--- src/logic/fep_pkg.sv ---
// Constants and types for the fast Ethernet line coder and pause unit
package fep_pkg;
  localparam logic [7:0] REG_CTRL_OFF = 8'h00;
  localparam logic [7:0] REG_ADV_OFF = 8'h10;
  localparam logic [7:0] REG_STAT_OFF = 8'h40;
  localparam logic [7:0] REG_PART_OFF = 8'h44;
  localparam int CTRL_RESET_BIT = 15;
  localparam int CTRL_LOOP_BIT = 14;
  localparam int CTRL_SPEED_BIT = 13;
  localparam int CTRL_AN_BIT = 12;
  localparam int CTRL_DUPLEX_BIT = 8;
  localparam logic [15:0] CTRL_RESET_VAL = 16'h3100;
  localparam logic [15:0] ADV_RESET_VAL = 16'h05e1;
  localparam int ADV_PAUSE_BIT = 10;
  localparam int ADV_100FD_BIT = 8;
  localparam int ADV_100HD_BIT = 7;
  localparam int ADV_10FD_BIT = 6;
  localparam logic [4:0] CG_J = 5'h18;
  localparam logic [4:0] CG_K = 5'h11;
  localparam logic [4:0] CG_T = 5'h0d;
  localparam logic [4:0] CG_R = 5'h07;
  localparam logic [4:0] CG_IDLE = 5'h1f;
  localparam logic [9:0] SCR_SEED = 10'h3ff;
  localparam logic [3:0] RX_LOCK_ONES = 4'he;
  localparam logic [15:0] PAUSE_OPCODE = 16'h0001;
  localparam int FLP_BITS = 16;
  localparam int CLK_PERIOD_NS = 10;
  localparam int BIT_NS_100 = 10;
  localparam int BIT_NS_10 = 100;
  localparam int SLOT_BITS = 512;
  localparam int SLOT_CYC_100 = SLOT_BITS * BIT_NS_100 / CLK_PERIOD_NS;
  localparam int SLOT_CYC_10 = SLOT_BITS * BIT_NS_10 / CLK_PERIOD_NS;
  typedef enum logic [1:0] {TX_IDLE, TX_K, TX_DATA, TX_R} fep_tx_t;
  typedef enum logic [1:0] {AN_IDLE, AN_FLP, AN_WAIT, AN_DONE} fep_an_t;
endpackage

--- src/logic/fep_core.sv ---
// Line coder, carrier logic, negotiation and pause timer
`timescale 1ns/1ps
`default_nettype none
module fep_core
  import fep_pkg::*;
#(
  parameter int SlotCycles10 = SLOT_CYC_10
)(
  // Clock and reset
  input wire logic clk,
  input wire logic rst,
  // APB slave
  input wire logic psel,
  input wire logic penable,
  input wire logic pwrite,
  input wire logic [7:0] paddr,
  input wire logic [31:0] pwdata,
  output logic [31:0] prdata,
  output logic pready,
  output logic pslverr,
  // Line side
  input wire logic lineClk,
  input wire logic rxMltPos,
  input wire logic rxMltNeg,
  output logic txMltPos,
  output logic txMltNeg,
  output logic flpBit,
  input wire logic partnerValid,
  input wire logic [15:0] partnerAbility,
  // Nibble side
  input wire logic txEn,
  input wire logic [3:0] txNibble,
  output logic txNibbleTake,
  output logic [3:0] rxNibble,
  output logic rxNibbleValid,
  output logic crs,
  output logic col,
  // MAC control side
  input wire logic ctrlFrameValid,
  input wire logic [15:0] ctrlOpcode,
  input wire logic [15:0] ctrlPauseTime,
  output logic txPermit
);
  function automatic logic [4:0] enc(input logic [3:0] n);
    case (n)
      4'h0: enc = 5'h1e;
      4'h1: enc = 5'h09;
      4'h2: enc = 5'h14;
      4'h3: enc = 5'h15;
      4'h4: enc = 5'h0a;
      4'h5: enc = 5'h0b;
      4'h6: enc = 5'h0e;
      4'h7: enc = 5'h0f;
      4'h8: enc = 5'h12;
      4'h9: enc = 5'h13;
      4'ha: enc = 5'h16;
      4'hb: enc = 5'h17;
      4'hc: enc = 5'h1a;
      4'hd: enc = 5'h1b;
      4'he: enc = 5'h1c;
      default: enc = 5'h1d;
    endcase
  endfunction

  function automatic logic [3:0] dec(input logic [4:0] g);
    logic [3:0] r;
    r = 4'h0;
    for (int i = 0; i < 16; i++)
    begin
      if (enc(4'(i)) == g)
        r = 4'(i);
    end
    dec = r;
  endfunction

  function automatic logic sepZeros(input logic [9:0] w);
    logic f;
    f = 1'b0;
    for (int i = 0; i < 8; i++)
    begin
      for (int j = i + 2; j < 10; j++)
      begin
        if (!w[i] && !w[j])
          f = 1'b1;
      end
    end
    sepZeros = f;
  endfunction

  // Pin synchronisers
  logic [4:0] syncA_reg, syncB_reg;
  logic lineClkPrev_reg;
  always_ff @(posedge clk or posedge rst)
  begin
    if (rst)
    begin
      syncA_reg <= 5'h00;
      syncB_reg <= 5'h00;
      lineClkPrev_reg <= 1'b0;
    end
    else
    begin
      syncA_reg <= {partnerValid, rxMltNeg, rxMltPos, lineClk, 1'b0};
      syncB_reg <= syncA_reg;
      lineClkPrev_reg <= syncB_reg[1];
    end
  end
  logic tick;
  assign tick = syncB_reg[1] && !lineClkPrev_reg;

  // Registers
  logic [15:0] ctrl_reg, adv_reg, partner_reg;
  logic [31:0] status;
  logic wrEn, anStart;
  assign wrEn = psel && penable && pwrite;
  assign pready = 1'b1;
  assign anStart = wrEn && paddr == REG_CTRL_OFF
    && pwdata[CTRL_AN_BIT] && !ctrl_reg[CTRL_AN_BIT];
  always_ff @(posedge clk or posedge rst)
  begin
    if (rst)
    begin
      ctrl_reg <= CTRL_RESET_VAL;
      adv_reg <= ADV_RESET_VAL;
    end
    else if (wrEn && paddr == REG_CTRL_OFF && pwdata[CTRL_RESET_BIT])
    begin
      // Self-clearing soft reset of the coder registers
      ctrl_reg <= CTRL_RESET_VAL;
      adv_reg <= ADV_RESET_VAL;
    end
    else if (wrEn && paddr == REG_CTRL_OFF)
      ctrl_reg <= {1'b0, pwdata[14:0]};
    else if (wrEn && paddr == REG_ADV_OFF)
      adv_reg <= pwdata[15:0];
  end
  always_ff @(posedge clk or posedge rst)
  begin
    if (rst)
    begin
      prdata <= 32'h0;
      pslverr <= 1'b0;
    end
    else if (psel && !penable)
    begin
      pslverr <= 1'b0;
      case (paddr)
        REG_CTRL_OFF: prdata <= {16'h0, ctrl_reg};
        REG_ADV_OFF: prdata <= {16'h0, adv_reg};
        REG_STAT_OFF: prdata <= status;
        REG_PART_OFF: prdata <= {16'h0, partner_reg};
        default:
        begin
          prdata <= 32'h0;
          pslverr <= 1'b1;
        end
      endcase
    end
  end
  logic loopback;
  assign loopback = ctrl_reg[CTRL_LOOP_BIT];

  // Scrambler, one step per bit tick
  logic [9:0] lfsr_reg, lfsrPrev_reg;
  always_ff @(posedge clk or posedge rst)
  begin
    if (rst)
    begin
      lfsr_reg <= SCR_SEED;
      lfsrPrev_reg <= SCR_SEED;
    end
    else if (tick)
    begin
      lfsr_reg <= {lfsr_reg[8:0], lfsr_reg[9] ^ lfsr_reg[6]};
      lfsrPrev_reg <= lfsr_reg;
    end
  end

  // Transmit group builder and serialiser
  fep_tx_t txState_reg;
  logic [4:0] txShift_reg;
  logic [2:0] bitCnt_reg;
  logic txActive, groupEnd, scrBit;
  assign groupEnd = tick && bitCnt_reg == 3'd4;
  assign txActive = txState_reg != TX_IDLE;
  assign scrBit = txShift_reg[4] ^ lfsr_reg[9];
  always_ff @(posedge clk or posedge rst)
  begin
    if (rst)
    begin
      txState_reg <= TX_IDLE;
      txShift_reg <= CG_IDLE;
      bitCnt_reg <= 3'd0;
      txNibbleTake <= 1'b0;
    end
    else
    begin
      txNibbleTake <= 1'b0;
      if (groupEnd)
      begin
        bitCnt_reg <= 3'd0;
        case (txState_reg)
          TX_IDLE:
            if (txEn)
            begin
              txShift_reg <= CG_J;
              txNibbleTake <= 1'b1;
              txState_reg <= TX_K;
            end
            else
              txShift_reg <= CG_IDLE;
          TX_K:
          begin
            txShift_reg <= CG_K;
            txNibbleTake <= 1'b1;
            txState_reg <= TX_DATA;
          end
          TX_DATA:
            if (txEn)
            begin
              txShift_reg <= enc(txNibble);
              txNibbleTake <= 1'b1;
            end
            else
            begin
              txShift_reg <= CG_T;
              txState_reg <= TX_R;
            end
          TX_R:
          begin
            txShift_reg <= CG_R;
            txState_reg <= TX_IDLE;
          end
          default: txState_reg <= TX_IDLE;
        endcase
      end
      else if (tick)
      begin
        txShift_reg <= {txShift_reg[3:0], 1'b0};
        bitCnt_reg <= bitCnt_reg + 3'd1;
      end
    end
  end

  // NRZI and MLT3 line encoder
  logic txNrzi_reg, lineNrzi_reg;
  logic [1:0] mltStep_reg;
  logic lineBit;
  // Loopback keeps the line alive with unscrambled ones only
  assign lineBit = loopback ? 1'b1 : scrBit;
  always_ff @(posedge clk or posedge rst)
  begin
    if (rst)
    begin
      txNrzi_reg <= 1'b0;
      lineNrzi_reg <= 1'b0;
      mltStep_reg <= 2'd0;
      txMltPos <= 1'b0;
      txMltNeg <= 1'b0;
    end
    else if (tick)
    begin
      txNrzi_reg <= txNrzi_reg ^ scrBit;
      lineNrzi_reg <= lineNrzi_reg ^ lineBit;
      if (lineBit)
      begin
        mltStep_reg <= mltStep_reg + 2'd1;
        txMltPos <= mltStep_reg == 2'd0;
        txMltNeg <= mltStep_reg == 2'd2;
      end
    end
  end

  // Receive: MLT3 to NRZI to NRZ, descramble, pack
  logic [1:0] rxMltPrev_reg;
  logic rxNrziLine_reg, rxNrziPrev_reg, rxNrziSel, rxBit;
  logic [9:0] rxWin_reg;
  logic carrier_reg, aligned_reg;
  logic [2:0] rxCnt_reg;
  // Loopback at either speed shares this same inner path
  assign rxNrziSel = loopback ? txNrzi_reg : rxNrziLine_reg;
  logic rxNrz, rxKeyPred, rxKey, rxLocked_reg;
  logic [9:0] rxLfsr_reg;
  logic [3:0] lockCnt_reg;
  assign rxNrz = rxNrziSel ^ rxNrziPrev_reg;
  assign rxKeyPred = rxLfsr_reg[9] ^ rxLfsr_reg[6];
  // Line key is learned from idle; loopback reuses the local key
  assign rxKey = loopback ? lfsrPrev_reg[9] : rxKeyPred;
  assign rxBit = rxNrz ^ rxKey;
  always_ff @(posedge clk or posedge rst)
  begin
    if (rst)
    begin
      rxLfsr_reg <= SCR_SEED;
      lockCnt_reg <= 4'h0;
      rxLocked_reg <= 1'b0;
    end
    else if (tick)
    begin
      rxLfsr_reg <= {rxLfsr_reg[8:0], rxLocked_reg ? rxKeyPred : !rxNrz};
      if (!rxLocked_reg)
      begin
        if (rxBit)
        begin
          lockCnt_reg <= lockCnt_reg + 4'h1;
          if (lockCnt_reg == RX_LOCK_ONES)
            rxLocked_reg <= 1'b1;
        end
        else
          lockCnt_reg <= 4'h0;
      end
    end
  end
  always_ff @(posedge clk or posedge rst)
  begin
    if (rst)
    begin
      rxMltPrev_reg <= 2'd0;
      rxNrziLine_reg <= 1'b0;
      rxNrziPrev_reg <= 1'b0;
      rxWin_reg <= 10'h3ff;
    end
    else if (tick)
    begin
      rxMltPrev_reg <= syncB_reg[3:2];
      if (syncB_reg[3:2] != rxMltPrev_reg)
        rxNrziLine_reg <= !rxNrziLine_reg;
      rxNrziPrev_reg <= rxNrziSel;
      rxWin_reg <= {rxWin_reg[8:0], rxBit};
    end
  end
  always_ff @(posedge clk or posedge rst)
  begin
    if (rst)
    begin
      carrier_reg <= 1'b0;
      aligned_reg <= 1'b0;
      rxCnt_reg <= 3'd0;
      rxNibble <= 4'h0;
      rxNibbleValid <= 1'b0;
    end
    else
    begin
      rxNibbleValid <= 1'b0;
      if (tick)
      begin
        rxCnt_reg <= rxCnt_reg == 3'd4 ? 3'd0 : rxCnt_reg + 3'd1;
        // No carrier until the descrambler has locked on idle, except in loopback
        if (!carrier_reg && (rxLocked_reg || loopback)
          && sepZeros(rxWin_reg))
          carrier_reg <= 1'b1;
        if (rxWin_reg == {CG_J, CG_K})
        begin
          aligned_reg <= 1'b1;
          rxCnt_reg <= 3'd1;
        end
        else if (aligned_reg && rxCnt_reg == 3'd0)
        begin
          if (rxWin_reg[4:0] == CG_T || rxWin_reg[4:0] == CG_IDLE)
          begin
            carrier_reg <= 1'b0;
            aligned_reg <= 1'b0;
          end
          else
          begin
            rxNibble <= dec(rxWin_reg[4:0]);
            rxNibbleValid <= 1'b1;
          end
        end
      end
    end
  end

  // Auto-negotiation
  fep_an_t anState_reg;
  logic [15:0] flpShift_reg;
  logic [4:0] flpCnt_reg;
  logic [15:0] common;
  logic anDone, speed100, fullDuplex, pauseEn;
  assign common = adv_reg & partner_reg;
  assign anDone = anState_reg == AN_DONE;
  always_ff @(posedge clk or posedge rst)
  begin
    if (rst)
    begin
      anState_reg <= AN_IDLE;
      flpShift_reg <= 16'h0;
      flpCnt_reg <= 5'd0;
      partner_reg <= 16'h0;
      flpBit <= 1'b0;
    end
    else
    begin
      case (anState_reg)
        AN_IDLE:
          if (ctrl_reg[CTRL_AN_BIT] || anStart)
          begin
            flpShift_reg <= adv_reg;
            flpCnt_reg <= 5'd0;
            anState_reg <= AN_FLP;
          end
        AN_FLP:
          if (tick)
          begin
            flpBit <= flpShift_reg[0];
            flpShift_reg <= {1'b0, flpShift_reg[15:1]};
            flpCnt_reg <= flpCnt_reg + 5'd1;
            if (flpCnt_reg == 5'(FLP_BITS - 1))
              anState_reg <= AN_WAIT;
          end
        AN_WAIT:
          if (syncB_reg[4])
          begin
            partner_reg <= partnerAbility;
            anState_reg <= AN_DONE;
          end
        AN_DONE:
          if (!ctrl_reg[CTRL_AN_BIT])
            anState_reg <= AN_IDLE;
        default: anState_reg <= AN_IDLE;
      endcase
    end
  end
  always_comb
  begin
    if (!ctrl_reg[CTRL_AN_BIT] || !anDone)
    begin
      speed100 = ctrl_reg[CTRL_SPEED_BIT];
      fullDuplex = ctrl_reg[CTRL_DUPLEX_BIT];
    end
    else
    begin
      speed100 = common[ADV_100FD_BIT] || common[ADV_100HD_BIT];
      fullDuplex = common[ADV_100FD_BIT] || (!common[ADV_100HD_BIT]
        && common[ADV_10FD_BIT]);
    end
  end
  assign pauseEn = anDone && fullDuplex && common[ADV_PAUSE_BIT];

  // Carrier sense and collision by duplex
  assign crs = fullDuplex ? carrier_reg : carrier_reg || txActive;
  assign col = !fullDuplex && carrier_reg && txActive;

  // Pause timer in slot times
  logic [15:0] pauseCnt_reg;
  logic [12:0] slotCnt_reg;
  logic paused, pauseHit;
  logic [12:0] slotMax;
  assign slotMax = speed100 ? 13'(SLOT_CYC_100 - 1)
    : 13'(SlotCycles10 - 1);
  assign pauseHit = ctrlFrameValid && ctrlOpcode == PAUSE_OPCODE
    && pauseEn;
  assign paused = pauseCnt_reg != 16'h0;
  always_ff @(posedge clk or posedge rst)
  begin
    if (rst)
    begin
      pauseCnt_reg <= 16'h0;
      slotCnt_reg <= 13'd0;
    end
    else if (pauseHit)
    begin
      pauseCnt_reg <= ctrlPauseTime;
      slotCnt_reg <= 13'd0;
    end
    else if (paused)
    begin
      if (slotCnt_reg == slotMax)
      begin
        slotCnt_reg <= 13'd0;
        pauseCnt_reg <= pauseCnt_reg - 16'd1;
      end
      else
        slotCnt_reg <= slotCnt_reg + 13'd1;
    end
  end
  // Only new starts are gated; a frame under way keeps going
  assign txPermit = !paused && !pauseHit;

  assign status = {24'h0, loopback, pauseEn, fullDuplex, speed100,
    anDone, paused, col, carrier_reg};

  a_col_full_duplex: assert property (@(posedge clk) disable iff (rst)
    fullDuplex |-> !col) else $error("collision in full duplex");
  a_crs_half_tx: assert property (@(posedge clk) disable iff (rst)
    !fullDuplex && txActive |-> crs) else $error("no crs on tx");
  a_pause_load_time: assert property (@(posedge clk) disable iff (rst)
    pauseHit && ctrlPauseTime != 16'h0 |=> paused
    && pauseCnt_reg == $past(ctrlPauseTime))
    else $error("pause time not loaded");
  a_pause_zero_ends: assert property (@(posedge clk) disable iff (rst)
    pauseHit && ctrlPauseTime == 16'h0 |=> !paused)
    else $error("zero pause kept pause");
  a_pause_gates_start: assert property (@(posedge clk) disable iff (rst)
    paused |-> !txPermit) else $error("start permitted in pause");
  a_pause_enable: assert property (@(posedge clk) disable iff (rst)
    pauseEn |-> anDone && fullDuplex) else $error("pause enabled early");
  a_loop_write: assert property (@(posedge clk) disable iff (rst)
    wrEn && paddr == REG_CTRL_OFF && pwdata[CTRL_RESET_BIT:CTRL_LOOP_BIT]
    == 2'b01 |=> loopback) else $error("loopback not set");
  a_an_priority: assert property (@(posedge clk) disable iff (rst)
    ctrl_reg[CTRL_AN_BIT] && anDone && common[ADV_100FD_BIT]
    |-> speed100 && fullDuplex) else $error("wrong mode picked");
  a_an_forced_mode: assert property (@(posedge clk) disable iff (rst)
    !ctrl_reg[CTRL_AN_BIT] |-> speed100 == ctrl_reg[CTRL_SPEED_BIT])
    else $error("forced speed ignored");
endmodule
`default_nettype wire

--- config.mk ---
export PLATFORM = sky130hd
export DESIGN_NAME = fep_core
export DESIGN_NICKNAME = d
export VERILOG_FILES = /design/src/logic/fep_pkg.sv /design/src/logic/fep_core.sv
export SDC_FILE = /design/constraint.sdc
export NUM_CORES = 1
export LEC_CHECK = 0
export BUFFER_PORTS_ARGS = -buffer_cell sky130_fd_sc_hd__buf_2
export CAP_MARGIN = 40
export CORE_MARGIN = 10
export CORE_UTILIZATION = 51
export DETAILED_ROUTE_END_ITERATION = 16
export PLACE_DENSITY_LB_ADDON = 0.08
export SETUP_SLACK_MARGIN = 0.1
export SYNTH_ARGS = -nofsm -noshare
export SYNTH_HDL_FRONTEND = slang
export SYNTH_SLANG_ARGS = --single-unit
--- constraint.sdc ---
create_clock -name clk -period 12.7 [get_ports clk]
set_input_delay 2.54 -clock clk [delete_from_list [all_inputs] [get_ports clk]]
set_output_delay 2.54 -clock clk [all_outputs]
set_load 0.1 [all_outputs]
## Word-level counts from Yosys, hierarchy flattened

Memory sizes are Yosys's and may differ from the RTL's.
Index checks and enable logic that the tools add are counted.

| storage, ports and cells | value |
|---|---|
| memories kept | 1 |
| memory bits (read-only) | 80 |
| flip-flop bits (word level) | 218 |
| word-level logic and storage cells | 386 |
| output and inout bits | 46 |
| input port bits | 103 |

| cells by class | value |
|---|---|
| muxes and demuxes | 175 |
| reductions and logical operators | 114 |
| equal/unequal tests | 43 |
| bitwise logic cells | 10 |
| add/sub/neg operators | 7 |

Memories:

| memory | words | bits a word | read ports | clocked after memory_dff | write ports | line | text |
|---|---|---|---|---|---|---|---|
| (name not given) | 16 | 5 | 1 | 0 | 0 | fep_core.sv:45 | `case (n)` |

Operators by type and width:

| cell | count |
|---|---|
| two-way mux 5 bit | 65 |
| two-way mux 16 bit | 10 |
| equality test 5 bit | 15 |
| one-hot mux 16 bit (4 select lines) | 1 |
| two-way mux 1 bit | 62 |
| two-way mux 4 bit | 15 |
| logical AND 1 bit | 57 |
| two-way mux 13 bit | 4 |
| one-hot mux 16 bit (2 select lines) | 1 |
| logical NOT 1 bit | 21 |
| one-hot mux 5 bit (4 select lines) | 1 |
| nonzero test 2 bit | 9 |
| equality test 16 x 1 -> 1 bit (second input constant) | 1 |
| equality test 8 x 7 -> 1 bit (second input constant) | 2 |
| one-hot mux 2 bit (4 select lines) | 2 |
| nonzero test 16 bit | 1 |
| subtractor 16 x 1 -> 16 bit (second input constant) | 1 |
| two-way mux 3 bit | 5 |
| two-way mux 2 bit | 7 |
| inequality test 2 bit (second input constant) | 7 |
| AND reduction 2 bit | 7 |
| adder 13 x 1 -> 13 bit (second input constant) | 1 |
| equality test 13 bit | 1 |
| AND 11 bit | 1 |
| other kinds (27) | 52 |

## Longest topological paths before layout

| logic depth | value |
|---|---|
| depth in word-level cells | 44 |
| gate-level depth with buffers | 10 |
| gate-level depth less buffers | 8 |

## Least setup slack after synthesis

Ideal clock, no wire load.

| timing | value |
|---|---|
| path type | input-to-output |
| start | input port ctrlOpcode[0] |
| end | output port txPermit |
| cell stages on the path | 5 |
| path buffers | 1 |
| slack | 5.864 ns |
| arrival | 4.296 ns |
| data required time | 10.160 ns |
| cell sequence | nor4b_1 > nand4_1 > nor4_2 > buf_2 > nor2_1 |

| on the way | value |
|---|---|
| cells in the longest elaborated chain, start to end | 5 |

Ends and longest elaborated chain:

| element | line | text |
|---|---|---|
| from (decl) | fep_core.sv:40 | `input wire logic [15:0] ctrlOpcode,` |
| equality test 16 x 1 -> 1 bit | fep_core.sv:451 | `assign pauseHit = ctrlFrameValid && ctrlOpcode == PAUSE_OPCODE` |
| logical AND 1 bit | fep_core.sv:451 |  |
| logical AND 1 bit | fep_core.sv:452 | `&& pauseEn;` |
| logical NOT 1 bit | fep_core.sv:478 | `assign txPermit = !paused && !pauseHit;` |
| logical AND 1 bit | fep_core.sv:478 |  |
| to (decl) | fep_core.sv:42 | `output logic txPermit` |

No other way between the ends.

## Worst setup path after layout

| timing | value |
|---|---|
| start | input port ctrlOpcode[3] |
| end | output port txPermit |

The elaborated chain is that of the path after synthesis.

==> results.sh <==
export IMPL_status="finished, final reports clean"
export IMPL_synth_edff_count=0
export IMPL_cp_end_kind="output pin"
export IMPL_dp_slack_ns=6.18
export IMPL_numPortBuffers=115
export IMPL_fin_skew_ns=0.0109
export IMPL_ys_ff_latch=192
export IMPL_timing_final_ws_setup_ns=6.19
export IMPL_fmax_ghz=0.153
export IMPL_synthTopCellsByArea="dfrtp_1 (39%), dfstp_2 (13%), nand2_1 (9.5%), o21ai_0 (4.0%), mux2_2 (3.1%)"
export IMPL_io_pins=149
export IMPL_total_leakage_power_nw=4.78
export IMPL_wirelength_um=22200
export IMPL_grt_setup_unrepaired="false"
export IMPL_drc=0
export IMPL_seqCellArea_sq_um=4860
export IMPL_dpl_hpwl_um=15500
export IMPL_setup_viol=0
export IMPL_drive_gt1_frac=0.218
export IMPL_hold_viol=0
export IMPL_cts_tree="done"
export IMPL_start_kind="primary input"
export IMPL_path_max_fanout=17
export IMPL_synth_top_cell_area_share=0.390
export IMPL_cts_sinks=192
export IMPL_layout_min_cycle_time_ns=6.51
export IMPL_dieArea_sq_um=24400
export IMPL_first_pass_iters=7
export IMPL_area_growth_syn_to_layout_pct=13.4
export IMPL_htree_num_levels=4
export IMPL_holdWs_ns=0.349
export IMPL_slew_viol_final=0
export IMPL_grt_max_degree=72
export IMPL_start_util=0.522
export IMPL_vias_per_cell=5.44
export IMPL_synthDominantAreaCellType="dfrtp_1"
export IMPL_required_ns=10.16
export IMPL_yosys_top_cells_count="nand2_1 (239), dfrtp_1 (147), o21ai_0 (75)"
export IMPL_cts_root_buf="clkbuf_16"
export IMPL_rows=49
export IMPL_path_clk_slew_ns=0.07
export IMPL_fp_dieH_um=156
export IMPL_synth_area_sq_um=9440
export IMPL_drv_cap=0
export IMPL_relSlewSlack=0.450
export IMPL_antenna_found_initial=2
export IMPL_post_cts_setup_buffers=0
export IMPL_reg2reg_setup_slack_ns=9.81
export IMPL_power_density_nw_per_um2=163
export IMPL_fp_dieW_um=156
export IMPL_cts_buffers=17
export IMPL_yosysMostFrequentCell="nand2_1"
export IMPL_tightest_slew_ns=0.825
export IMPL_ys_warnings_count=0
export IMPL_vias=7175
export IMPL_seq_area_frac_synth=0.515
export IMPL_clk_latency_ns=0.43
export IMPL_ys_types=72
export IMPL_period_share=0.513
export IMPL_n_fill_cell=1583
export IMPL_wl_per_cell_um=16.8
export IMPL_synth_avg_cell_area_sq_um=9.56
export IMPL_track_usage=0.184
export IMPL_hp_class="flip-flop to flip-flop"
export IMPL_synthCells=987
export IMPL_async_flop_share=1.00
export IMPL_finish_net_count=1201
export IMPL_coreArea_sq_um=18100
export IMPL_overflow=0
export IMPL_gp_congestion=0.797
export IMPL_drt_iter0_drc=535
export IMPL_ant_nets=0
export IMPL_cp_data_arrival_time_ns=3.97
export IMPL_synth_flop_cell="dfrtp_1"
export IMPL_multi_input_comb_area_sq_um=4190
export IMPL_cts_hold_buf=0
export IMPL_vdd_drop_max_v=0.0000946
export IMPL_grt_pass1_wl_um=36500
export IMPL_clock_path_buffers=2
export IMPL_first_global_vias=7148
export IMPL_tns_ns=0
export IMPL_critPathKind="primary input to output pin"
export IMPL_cts_resized=0
==> cell usage in the layout (no fill, tap or decap), types with 6 or more instances in the layout <==
cell	synthesis	final
xor2_1	25	25
buf_4	18	7
nor4_1	8	8
a21oi_1	23	23
nor2b_1	8	7
ha_1	21	21
a22oi_1	6	6
dfrtp_1	147	147
xnor2_1	15	15
o21ai_0	75	75
nor3_1	12	12
nand2b_1	8	8
nand3b_1	14	14
mux2_2	26	26
nand3_1	17	17
nor2_1	67	67
dfstp_2	45	45
a211oi_1	7	7
conb_1	2	17
and3_1	7	7
mux2i_1	23	23
buf_2	9	115
o21ai_1	6	6
clkbuf_16	0	17
a222oi_1	10	10
inv_1	25	24
nand4_1	17	17
nand2_1	239	239
==> layer usage <==
layer | GRT usage | wire length [um] | vias up
li1 | - | - | 3525
met1 | 0.240 | 10100 | 3475
met2 | 0.302 | 10700 | 156
met3 | 0.0438 | 1170 | 17
met4 | 0.0432 | 182 | 2
met5 | 0 | 13 | -
==> cells by family (layout without fill, tap and decap cells) <==
kind of cell / after synthesis / in the layout / synth area share
compound gates: 163 / 163 / 0.109
xor+xnor: 40 / 40 / 0.0371
fa+ha+maj: 21 / 21 / 0.0278
buf+inv: 95 / 183 / 0.0477
flops: 192 / 192 / 0.515
mux: 49 / 49 / 0.0554
other cells: 2 / 18 / 0.000796
simple gates: 425 / 425 / 0.207
==> worst max-delay path: stages <==
cell,delay [ns]
buf_2,0.10
nor4_1,0.35
nand4_1,0.16
nor4_2,0.22
buf_4,0.26
nor2_1,0.06
buf_2,0.29
==> worst paths after layout <==
path | end | depth (start not counted) | from
max | txPermit | 7 | ctrlOpcode[3]
min | syncB_reg[3] | 0 | syncA_reg[3]
max reg2reg | slotCnt_reg[9] | 8 | anState_reg[1]
min reg2reg | syncB_reg[3] | 0 | syncA_reg[3]
max in group asynchronous | adv_reg[8] | 4 | rst
min in group asynchronous | syncA_reg[3] | 2 | rst
==> power breakdown <==
group	total [mW]	switching (mW)	internal, mW
registers	0.819	0.0878	0.731
logic	0.416	0.255	0.161
clock network	0.509	0.237	0.272
==> layout make-up <==
class,count,area share
antenna,1,0.000234
clock buffer,21,0.0411
clock inverter,11,0.0102
inverter,25,0.00947
multi-input combinational,715,0.391
sequential,192,0.454
tap,229,0.0268
timing repair buffer,126,0.0667
==> through the flow <==
stage | instance area, sq um | util | power (mW) | std cells
finish | 10700 | 0.592 | 1.74 | 1320
global route | 10700 | 0.592 | 1.84 | 1319
CTS | 10700 | 0.592 | 1.76 | 1319
detailed placement | 10200 | 0.561 | 1.25 | 1287
global placement | 10100 | 0.557 | 1.22 | 1283
floorplan | 9500 | - | 1.13 | 1002
No activity file was read; power rests on OpenSTA's default activity.
